--- config.mk ---
export PLATFORM = sky130hd
export DESIGN_NAME = pes_event_select
export DESIGN_NICKNAME = d
export VERILOG_FILES = /design/src/hw/pes_pkg.sv /design/src/hw/pes_event_select.sv
export SDC_FILE = /design/constraint.sdc
export NUM_CORES = 1
export LEC_CHECK = 0
export ABC_AREA = 1
export BUFFER_PORTS_ARGS = -buffer_cell sky130_fd_sc_hd__buf_4
export CAP_MARGIN = 20
export CELL_PAD_IN_SITES_DETAIL_PLACEMENT = 1
export CELL_PAD_IN_SITES_GLOBAL_PLACEMENT = 1
export CORE_MARGIN = 2
export CORE_UTILIZATION = 41
export CTS_BUF_LIST = sky130_fd_sc_hd__clkbuf_4
export CTS_CLUSTER_DIAMETER = 50
export CTS_CLUSTER_SIZE = 28
export DETAILED_ROUTE_END_ITERATION = 12
export GPL_TIMING_DRIVEN = 1
export PLACE_DENSITY_LB_ADDON = 0.1
export SLEW_MARGIN = 10
export SYNTH_ARGS = -nofsm -noshare
export SYNTH_HDL_FRONTEND = slang
export SYNTH_SLANG_ARGS = --single-unit
--- constraint.sdc ---
create_clock -name clk -period 1.9 [get_ports clk]
set_input_delay 0.38 -clock clk [delete_from_list [all_inputs] [get_ports clk]]
set_output_delay 0.38 -clock clk [all_outputs]
set_load 0.01 [all_outputs]
--- src/hw/pes_pkg.sv ---
/*
 * Package for the timer event source select block: register offsets,
 * field positions, reset values, field encodings and carrier types.
 * Assumes a 32-bit classic Wishbone register bus with byte addresses.
 */
package pes_pkg;

    // Counter width seen by the capture register
    localparam int unsigned CNT_W = 32;
    // Number of external trigger inputs and pin condition fields
    localparam int unsigned EXT_N = 4;
    localparam int unsigned COND_N = 4;
    // Width of the implemented half of each select register
    localparam int unsigned SEL_W = 16;
    // Low bit of the first pin condition field
    localparam int unsigned COND_LSB = 8;
    // Bit positions of the pins in the sampled input vector
    localparam int unsigned PIN_A_BIT = 4;
    localparam int unsigned PIN_B_BIT = 5;

    // Register byte offsets
    localparam logic [7:0] OFS_UP = 8'h00;
    localparam logic [7:0] OFS_DOWN = 8'h04;
    localparam logic [7:0] OFS_CAPA = 8'h08;
    localparam logic [7:0] OFS_STAT = 8'h0c;
    localparam logic [7:0] OFS_CCRA = 8'h10;

    // Reset values
    localparam logic [SEL_W-1:0] SEL_RST = 16'h0000;
    localparam logic [CNT_W-1:0] CCRA_RST = 32'h00000000;

    // Edge select encoding for external trigger fields
    localparam logic [1:0] EDGE_NONE = 2'h0;
    localparam logic [1:0] EDGE_RISE = 2'h1;
    localparam logic [1:0] EDGE_FALL = 2'h2;
    localparam logic [1:0] EDGE_BOTH = 2'h3;

    // Condition encoding for pin edge fields
    localparam logic [1:0] COND_NEVER = 2'h0;
    localparam logic [1:0] COND_OTHER_LOW = 2'h1;
    localparam logic [1:0] COND_OTHER_HIGH = 2'h2;
    localparam logic [1:0] COND_ALWAYS = 2'h3;

    // Sampled inputs, pins above the external triggers
    typedef struct packed {
        logic pin_b;
        logic pin_a;
        logic [EXT_N-1:0] ext;
    } pes_in_t;

    // Action pulses produced per clock
    typedef struct packed {
        logic up;
        logic down;
        logic capa;
    } pes_evt_t;

endpackage

--- src/hw/pes_event_select.sv ---
/*
 * Event source selection for one channel of a PWM timer: three select
 * registers steer synchronised trigger and pin edges into count-up,
 * count-down and capture-A actions; capture register A lives here.
 * Assumes a classic Wishbone master on clk and a counter core that
 * presents its value on counter_value and obeys the pulse outputs.
 */
// Added by the designer: the placing of the registers and register access over Wishbone.
`timescale 1ns/10ps

// How it works
// Trigger A field picks up-count edges.
// Bits 3:2, 5:4, 7:6 select other triggers.
// Bits 9:8 qualify pin A rise by B.
// Bits 11:10..15:14 are further pin conditions.
// Down register trigger A field picks edges.
// Down register bits 9:8 qualify pin A.
// Capture register trigger A field picks edges.
// Capture register bits 9:8 qualify pin A.
// All select fields read and write.
// Synchronise inputs, one action per edge.
module pes_event_select
    import pes_pkg::*;
(
    // Timer clock
    input wire logic clk,
    // Asynchronous reset, active low
    input wire logic arst_n,
    // Wishbone cycle
    input wire logic wb_cyc_i,
    // Wishbone strobe
    input wire logic wb_stb_i,
    // Wishbone write enable
    input wire logic wb_we_i,
    // Wishbone byte address
    input wire logic [7:0] wb_adr_i,
    // Wishbone byte selects
    input wire logic [3:0] wb_sel_i,
    // Wishbone write data
    input wire logic [31:0] wb_dat_i,
    // Wishbone read data
    output logic [31:0] wb_dat_o,
    // Wishbone acknowledge
    output logic wb_ack_o,
    // External trigger inputs, A in bit 0
    input wire logic [EXT_N-1:0] external_trigger,
    // Channel pin A level
    input wire logic channel_pin_a,
    // Channel pin B level
    input wire logic channel_pin_b,
    // Present counter value
    input wire logic [CNT_W-1:0] counter_value,
    // Increment request, one cycle per edge
    output logic count_up,
    // Decrement request, one cycle per edge
    output logic count_down,
    // Capture strobe, one cycle per edge
    output logic capture_a,
    // Capture register A contents
    output logic [CNT_W-1:0] compare_capture_reg_a
);

    // Edge select decode for one trigger field
    function automatic logic ext_hit(
        input logic [1:0] mode,
        input logic rise,
        input logic fall
    );
        logic on_rise;
        logic on_fall;
        on_rise = (mode == EDGE_RISE) || (mode == EDGE_BOTH);
        on_fall = (mode == EDGE_FALL) || (mode == EDGE_BOTH);
        ext_hit = (on_rise && rise) || (on_fall && fall);
    endfunction

    // Condition decode for one pin edge field
    function automatic logic cond_hit(
        input logic [1:0] mode,
        input logic pin_edge,
        input logic other
    );
        logic ok;
        ok = (mode == COND_ALWAYS)
            || ((mode == COND_OTHER_LOW) && !other)
            || ((mode == COND_OTHER_HIGH) && other);
        cond_hit = pin_edge && ok;
    endfunction

    // Whole select register decode, shared by all three actions
    function automatic logic sel_hit(
        input logic [SEL_W-1:0] sel,
        input pes_in_t rise,
        input pes_in_t fall,
        input pes_in_t lvl
    );
        logic hit;
        logic [COND_N-1:0] pedge;
        logic [COND_N-1:0] other;
        hit = 1'b0;
        // Field 0 and 1 watch pin A, fields 2 and 3 watch pin B
        pedge = {fall.pin_b, rise.pin_b, fall.pin_a, rise.pin_a};
        other = {lvl.pin_a, lvl.pin_a, lvl.pin_b, lvl.pin_b};
        // Trigger fields in bit pairs 1:0 up to 7:6
        for (int i = 0; i < EXT_N; i++) begin
            hit = hit | ext_hit(sel[2*i +: 2], rise.ext[i], fall.ext[i]);
        end
        // Pin fields in bit pairs 9:8 up to 15:14
        for (int j = 0; j < COND_N; j++) begin
            hit = hit | cond_hit(sel[COND_LSB + 2*j +: 2], pedge[j], other[j]);
        end
        sel_hit = hit;
    endfunction

    // Raw pin and trigger levels
    pes_in_t raw;
    // First synchroniser stage
    pes_in_t sync1_q;
    // Second synchroniser stage, the usable level
    pes_in_t sync2_q;
    // Previous usable level for edge detection
    pes_in_t prev_q;
    // Rising and falling edges this cycle
    pes_in_t rise;
    pes_in_t fall;

    // Select registers, lower halves only
    logic [SEL_W-1:0] up_sel_q;
    logic [SEL_W-1:0] down_sel_q;
    logic [SEL_W-1:0] capa_sel_q;
    // Capture register A
    logic [CNT_W-1:0] ccra_q;
    // Registered action pulses
    pes_evt_t evt_q;
    pes_evt_t evt_d;

    // Bus response registers
    logic ack_q;
    logic [31:0] rdata_q;

    // Bus decode
    wire logic req = wb_cyc_i && wb_stb_i && !ack_q;
    wire logic wr = req && wb_we_i;
    wire logic hit_up = (wb_adr_i == OFS_UP);
    wire logic hit_down = (wb_adr_i == OFS_DOWN);
    wire logic hit_capa = (wb_adr_i == OFS_CAPA);
    wire logic hit_stat = (wb_adr_i == OFS_STAT);
    wire logic hit_ccra = (wb_adr_i == OFS_CCRA);
    // Lower two byte lanes carry the select fields
    wire logic [SEL_W-1:0] lane_mask = {{8{wb_sel_i[1]}}, {8{wb_sel_i[0]}}};
    wire logic [SEL_W-1:0] wdata = wb_dat_i[SEL_W-1:0];

    // Next values of the select registers under byte masking
    wire logic [SEL_W-1:0] up_sel_d = (up_sel_q & ~lane_mask) | (wdata & lane_mask);
    wire logic [SEL_W-1:0] down_sel_d = (down_sel_q & ~lane_mask) | (wdata & lane_mask);
    wire logic [SEL_W-1:0] capa_sel_d = (capa_sel_q & ~lane_mask) | (wdata & lane_mask);

    // Read data mux, unmapped offsets and select register upper halves read zero
    wire logic [31:0] rmux =
        hit_up ? {16'h0000, up_sel_q} :
        hit_down ? {16'h0000, down_sel_q} :
        hit_capa ? {16'h0000, capa_sel_q} :
        hit_stat ? {{26{1'b0}}, sync2_q} :
        hit_ccra ? ccra_q :
        32'h00000000;

    // Gather the inputs into one vector
    assign raw = '{pin_b: channel_pin_b, pin_a: channel_pin_a, ext: external_trigger};

    // Edges compare two settled samples only
    assign rise = sync2_q & ~prev_q;
    assign fall = ~sync2_q & prev_q;

    // Action decode from the three select registers
    assign evt_d.up = sel_hit(up_sel_q, rise, fall, sync2_q);
    assign evt_d.down = sel_hit(down_sel_q, rise, fall, sync2_q);
    assign evt_d.capa = sel_hit(capa_sel_q, rise, fall, sync2_q);

    // Synchroniser and edge history
    always_ff @(posedge clk or negedge arst_n) begin
        if (!arst_n) begin
            sync1_q <= '0;
            sync2_q <= '0;
            prev_q <= '0;
        end else begin
            sync1_q <= raw;
            sync2_q <= sync1_q;
            prev_q <= sync2_q;
        end
    end

    // Action pulses, one cycle for each qualifying edge
    always_ff @(posedge clk or negedge arst_n) begin
        if (!arst_n) begin
            evt_q <= '0;
        end else begin
            evt_q <= evt_d;
        end
    end

    // Capture register A takes the counter on a capture action
    always_ff @(posedge clk or negedge arst_n) begin
        if (!arst_n) begin
            ccra_q <= CCRA_RST;
        end else if (evt_d.capa) begin
            ccra_q <= counter_value;
        end
    end

    // Select register writes, taken when ack is raised
    always_ff @(posedge clk or negedge arst_n) begin
        if (!arst_n) begin
            up_sel_q <= SEL_RST;
            down_sel_q <= SEL_RST;
            capa_sel_q <= SEL_RST;
        end else if (wr) begin
            // Only the addressed register changes
            if (hit_up) begin
                up_sel_q <= up_sel_d;
            end
            if (hit_down) begin
                down_sel_q <= down_sel_d;
            end
            if (hit_capa) begin
                capa_sel_q <= capa_sel_d;
            end
        end
    end

    // Bus answer: one wait state, ack for one cycle
    always_ff @(posedge clk or negedge arst_n) begin
        if (!arst_n) begin
            ack_q <= 1'b0;
            rdata_q <= 32'h00000000;
        end else begin
            ack_q <= req;
            // Read data latched with the ack
            rdata_q <= req ? rmux : 32'h00000000;
        end
    end

    // Outputs
    assign wb_ack_o = ack_q;
    assign wb_dat_o = rdata_q;
    assign count_up = evt_q.up;
    assign count_down = evt_q.down;
    assign capture_a = evt_q.capa;
    assign compare_capture_reg_a = ccra_q;

endmodule

==> impl_metrics.csv, run 1 <==
group,metric,value,unit
run_status,outcome,"completed",
logic_synthesis,yosysWarningCount,0,
clocking,clock-sinks,134,
clocking,cts_root_buffer,"clkbuf_4",
drt,vias_per_cell,5.24,
floorplan,start_util,42.0,%
grt,overflow,0,
cells_and_area,fillers,1675,
drt,vias,5426,
logic_synthesis,synth_seq_cells,134,
cells_and_area,ff_latch_area,3360,um^2
sta,max-slew-margin-rel,60.3,%
critical_path,critPathKind,"register to register",
drt,ant_nets,0,
critical_path,start_kind,"register",
floorplan,coreArea,14500,um^2
power_and_ir_drop,p_switching,1.76,mW
sta,tns,0,ns
cells_and_area,syn_to_final_growth,34.1,%
clocking,clk_pin_slew,0.11,ns
logic_synthesis,synth.avg_cell_area,9.46,um^2
critical_path,cp.arrival,2.23,ns
drt,dr.first_iter.drc_count,306,
sta,fin_crit_sh,91.4,%
drt,wl_per_cell,18.8,um
power_and_ir_drop,combPwrFrac,15.1,%
critical_path,cp.required,2.40,ns
floorplan,num_rows,44,
power_and_ir_drop,p_seq_share,48.8,%
power_and_ir_drop,p_total,6.57,mW
cells_and_area,antenna_cells,0,
cells_and_area,drive_gt1_share,32.9,%
cells_and_area,final_util,56.3,%
clocking,cts_buffers,17,
run,maxCapViolCount,0,
logic_synthesis,yosysUniqueCellTypes,30,
power_and_ir_drop,p_leak,4.02,nW
sta,final-hold-violation-count,0,
place,hpwl,13.6,mm
grt,antenna_found_initial,0,
place,routabilityCongestion,1.02,
clocking,cts_max_level,4,
power_and_ir_drop,peakVddDrop,0.000465,V
drt,dr.pass1.iters,4,
floorplan,num_io_pins,155,
cells_and_area,instances_no_fill,1036,
logic_synthesis,synth_top_cell_area_share,55.2,%
logic_synthesis,syn_inst,642,
power_and_ir_drop,p_int,4.81,mW
clocking,clk_latency,0.56,ns
worst_hold_path,holdCritPathClass,"input pin to register",
floorplan,die_area,15800,um^2
cells_and_area,finalNetCount,926,
grt,grt_max_degree,43,
sta,max_freq,0.576,GHz
power_and_ir_drop,clockPowerShare,36.1,%
logic_synthesis,syn_nets,729,
grt,grt_pass1_wl,31.7,mm
place,dpl.cell_count,966,
place,io_buffers,136,
power_and_ir_drop,p_per_area,806,nW/um^2
sta,skew,0.0179,ns
logic_synthesis,synth.area.top_cells,"dfrtp_1 (55%), nand2_1 (9.6%), nand3_1 (7.0%)",
power_and_ir_drop,netSwitchingFraction,26.8,%
sta,hold_ws,0.0427,ns
sta,setup_viol_count_final,0,
logic_synthesis,netlist_area,6080,um^2
clocking,cts_tree,"done",
floorplan,die_w,126,um
sta,rsz0062_at_grt,"no",
logic_synthesis,synth_seq_area_share,55.2,%
drt,totalWireLength,19.5,mm
sta,post-route-min-period,1.74,ns
sta,worst_slew_pin_slew,0.595,ns
floorplan,die_h,126,um
critical_path,worstSetupEndpointType,"register",
drt,drc_errors,0,
clocking,clk_path_buf_depth,2,
grt,track_usage,25.7,%
cells_and_area,multi_input_area,2310,um^2
grt,grt_pass1_vias,5890,
logic_synthesis,yosys.area.top_type,"dfrtp_1",
critical_path,worst-path-max-fanout,14,
sta,slew_violations,0,
[synth_stat cells]
master and count:
o211ai_1 4, or2_2 1, nor4b_2 8, nand2_2 7, nand3_4 2, nand4_1 6
nor3_1 2, o21ai_2 32, inv_6 1, nand3_2 5, buf_2 12, dfrtp_1 134
inv_2 6, clkbuf_1 1, inv_1 40, o21ai_0 27, nor2_4 4, nor2_2 5
nor2_1 17, nor2_8 1, inv_4 2, o21ai_1 17, buf_6 9, nand2_4 3
nand3_1 85, a21oi_1 38, nand2_1 156, buf_4 8, clkinv_2 1, nor4b_1 8
[area by class of cell]
cell class              instances  share of cell area (%)
flip-flops and latches        134                    41.2
clock buffers                  17                    1.57
well taps                     184                    2.83
multi-input cells             428                    28.3
repair buffers                208                    20.8
inverters                      50                    2.44
clock inverters                15                    2.87
[worst paths after layout]
path / slack (ns) / start / cells after the start / endpoint
min in group asynchronous: 0.36 / arst_n / 2 / wb_dat_o[26]$_DFF_PN0_
hold / removal: 0.04 / counter_value[0] / 3 / compare_capture_reg_a[0]$_DFFE_PN0P_
setup / recovery: 0.16 / sync2_q[0]$_DFF_PN0_ / 7 / compare_capture_reg_a[0]$_DFFE_PN0P_
max in group asynchronous: 0.94 / arst_n / 3 / async pin
hold reg to reg: 0.36 / sync1_q[1]$_DFF_PN0_ / 0 / sync2_q[1]$_DFF_PN0_
setup reg to reg: 0.16 / sync2_q[0]$_DFF_PN0_ / 7 / compare_capture_reg_a[0]$_DFFE_PN0P_
[layout by cell type (no fill, tap or decap), types with 5 or more instances in the layout]
master         count
nand2_2            7
nor4b_1            8
dlygate4sd3_1     38
o21ai_0           27
nand4_1            6
nor4b_2            8
buf_4            167
nor2_2             5
o21ai_1           17
dfrtp_1          132
nor2_1            17
nand3_1           85
nand3_2            5
clkbuf_4          17
o21ai_2           32
inv_1             40
bufinv_16          6
nand2_1          156
a21oi_1           38
inv_2              6
[power groups by stage]
stage          logic [mW]  clock network, mW  registers (mW)
6_report            0.989               2.37            3.21
5_1_grt              1.08               2.54            3.23
4_1_cts             0.986               2.42            3.21
3_5_place_dp        0.916                  0            3.26
3_3_place_gp        0.889                  0            3.25
2_1_floorplan       0.331                  0            3.27
[repair_timing]
action / in CTS / in global routing
hold endpoints to repair: 71 / 0
resized for setup: 0 / 3
setup buffers: 0 / 0
hold buffers: 38 / 0
setup endpoints to repair: 0 / 32
[worst max-delay path, stage by stage (launching register included)]
cell     delay [ns]
dfrtp_1        0.53
inv_2          0.09
nand3_1        0.08
nand4_1        0.14
nor2_4         0.34
buf_4          0.29
nand3_1        0.11
nand2_1        0.09
[per-layer routing]
metal	vias to the layer above	global-route usage [%]	wire [um]
met5	-	0	0
met4	0	11.8	536
met2	168	45.1	10300
met3	37	4.59	866
met1	2674	30.9	7820
li1	2547	-	-
[cell families after synthesis]
family,share of synthesized area [%]
compound gates,11.9
buf+inv,6.98
flops,55.2
simple gates,26.0
[per-stage QoR]
step,setup slack (ns),instance area (um^2)
2_1_floorplan,0.474,6080
3_3_place_gp,0.153,7390
3_5_place_dp,0.0452,7390
4_1_cts,0.0831,8140
5_1_grt,0.0494,8150
6_report,0.164,8150
No activity file was read; power rests on OpenSTA's default activity.
==> run 2, diff against run 1 <==
Settings changed: CORE_UTILIZATION 41 to 40, CTS_BUF_LIST sky130_fd_sc_hd__clkbuf_4 to not set.
==> run 2 against run 1 <==
  * Wire length down 4.8%
  * Register-to-register slack better by 0.06 ns
  * Final cell count down 4.0%
  * Critical path type unchanged
  * Critical endpoint is now compare_capture_reg_a[25]$_DFFE_PN0P_
  * Largest power group is now the clock network
  * Power up 19%
  * Fmax up 3.5%
  * Sequential power about the same
  * Core utilization down 2.6 points
  * Largest cell class unchanged
==> impl_metrics.csv, run 2 (synthesized netlist as in run 1, its figures left out) <==
group,metric,value,unit
run_status,outcome,"completed",
sta,tns,0,ns
cells_and_area,drive_gt1_share,34.0,%
drt,drc_errors,0,
power_and_ir_drop,p_leak,3.98,nW
grt,busiest_layer,"met2",
drt,dr.pass1.iters,4,
sta,slew_violations,0,
grt,overflow,0,
floorplan,die_area,16200,um^2
grt,grtUsageMet2,41.4,%
clocking,cts_max_level,4,
power_and_ir_drop,netSwitchingFraction,24.2,%
cells_and_area,final_util,53.6,%
drt,wl_per_cell,18.7,um
critical_path,worstSetupEndpointType,"register",
sta,skew,0.00731,ns
floorplan,start_util,40.4,%
critical_path,regToRegSetupSlack,0.22,ns
floorplan,die_h,127,um
clocking,clk_path_buf_depth,2,
power_and_ir_drop,combPwrFrac,11.6,%
grt,use_met1,31.1,%
sta,setup_viol_count_final,0,
sta,hold_ws,0.0686,ns
critical_path,critPathKind,"register to register",
cells_and_area,multi_input_area,2310,um^2
power_and_ir_drop,p_int,5.90,mW
sta,post-route-min-period,1.68,ns
cells_and_area,fillers,1748,
place,io_buffers,136,
drt,totalWireLength,18.6,mm
clocking,clock-sinks,134,
place,hpwl,13.3,mm
floorplan,die_w,127,um
grt,grt_pass1_wl,30.2,mm
cells_and_area,ff_latch_area,3360,um^2
sta,max_freq,0.596,GHz
cells_and_area,antenna_cells,0,
critical_path,cp.required,2.19,ns
grt,grt_pass1_vias,5566,
critical_path,reg2reg_depth,8,
cells_and_area,finalNetCount,881,
sta,rsz0062_at_grt,"no",
power_and_ir_drop,p_seq_share,41.2,%
clocking,clk_latency,0.42,ns
drt,vias_per_cell,5.17,
floorplan,num_io_pins,155,
sta,fin_crit_sh,88.3,%
place,routabilityCongestion,0.940,
cells_and_area,syn_to_final_growth,32.7,%
sta,max-slew-margin-rel,70.1,%
power_and_ir_drop,p_per_area,967,nW/um^2
clocking,cts_root_buffer,"clkbuf_16",
grt,grtUsageMet3,4.10,%
critical_path,worst-path-max-fanout,33,
sta,final-hold-violation-count,0,
clocking,clk_pin_slew,0.06,ns
drt,vias,5149,
floorplan,coreArea,15000,um^2
run,maxCapViolCount,0,
critical_path,start_kind,"register",
worst_hold_path,whs_path_depth,1,
power_and_ir_drop,peakVddDrop,0.000555,V
clocking,cts_buffers,17,
drt,dr.first_iter.drc_count,259,
power_and_ir_drop,p_switching,1.89,mW
grt,track_usage,24.4,%
worst_hold_path,holdCritPathClass,"input pin to register",
floorplan,num_rows,45,
grt,grt_max_degree,73,
sta,worst_slew_pin_slew,0.442,ns
power_and_ir_drop,clockPowerShare,47.2,%
cells_and_area,final_cell_mix,"nand2_1 (156), buf_4 (156), dfrtp_1 (132), nand3_1 (85), inv_1 (40)",
drt,ant_nets,0,
grt,antenna_found_initial,0,
clocking,cts_tree,"done",
critical_path,cp.arrival,1.97,ns
-- run 2: cell count changes in the layout (fill, tap and decap cells not counted), sizes merged --
| cell | before | now |
|---|---|---|
| clkinvlp | 3 | 2 |
| clkbuf | 17 | 20 |
| buf | 170 | 162 |
| dlygate4sd3 | 38 | 1 |
| bufinv | 6 | 5 |
| clkinv | 7 | 5 |
| inv | 49 | 50 |
-- run 2: worst max-delay path, stage by stage (launching register included) --
cell and delay [ns]:
dfrtp_1 0.51, inv_2 0.08, nand3_1 0.12, nand4_1 0.16, nor2_4 0.20, buf_12 0.13, nand2_8 0.14, nand2_1 0.13
nand2_1 0.07
-- run 2: final timing paths --
| path | to | from |
|---|---|---|
| setup / recovery | compare_capture_reg_a[25]$_DFFE_PN0P_ | sync2_q[3]$_DFF_PN0_ |
| hold / removal | sync1_q[1]$_DFF_PN0_ | external_trigger[1] |
| setup reg to reg | compare_capture_reg_a[25]$_DFFE_PN0P_ | sync2_q[3]$_DFF_PN0_ |
| hold reg to reg | sync2_q[2]$_DFF_PN0_ | sync1_q[2]$_DFF_PN0_ |
| max in group asynchronous | sync2_q[4]$_DFF_PN0_ | arst_n |
| min in group asynchronous | wb_dat_o[28]$_DFF_PN0_ | arst_n |
-- run 2: layout make-up --
type | instances | area share [%]
Clock buffer | 20 | 5.79
Sequential cell | 134 | 41.6
Tap cell | 188 | 2.92
Inverter | 50 | 2.47
Clock inverter | 12 | 2.45
Multi-Input combinational cell | 428 | 28.6
Timing Repair Buffer | 163 | 16.1
-- run 2: metal layers --
metal / vias up / share of wire (%)
met1: 2544 / 43
met5: - / 0
li1: 2445 / -
met4: 0 / 2.5
met3: 27 / 3.8
met2: 133 / 51
-- run 2: power groups by stage --
stage,Sequential (mW),Combinational [mW],Clock (mW)
3_3_place_gp,3.26,0.883,0
2_1_floorplan,3.27,0.331,0
4_1_cts,3.21,0.915,3.75
3_5_place_dp,3.26,0.905,0
5_1_grt,3.24,0.997,3.88
6_report,3.21,0.903,3.68
-- run 2: stage by stage --
step	worst slack [ns]	cell area, um^2	total power [mW]	cells
floorplan	0.474	6080	3.60	642
global placement	0.0908	7340	4.14	959
detailed placement	0.0221	7340	4.17	959
CTS	0.0270	8020	7.88	992
global route	0.0747	8060	8.12	995
finish	0.222	8060	7.79	995
-- run 2: timing repair --
item | CTS | global route
resized for setup | 0 | 3
hold buffers | 1 | 0
hold endpoints to repair | 45 | 0
buffers inserted | 0 | 3
endpoints found under the setup margin | 0 | 32
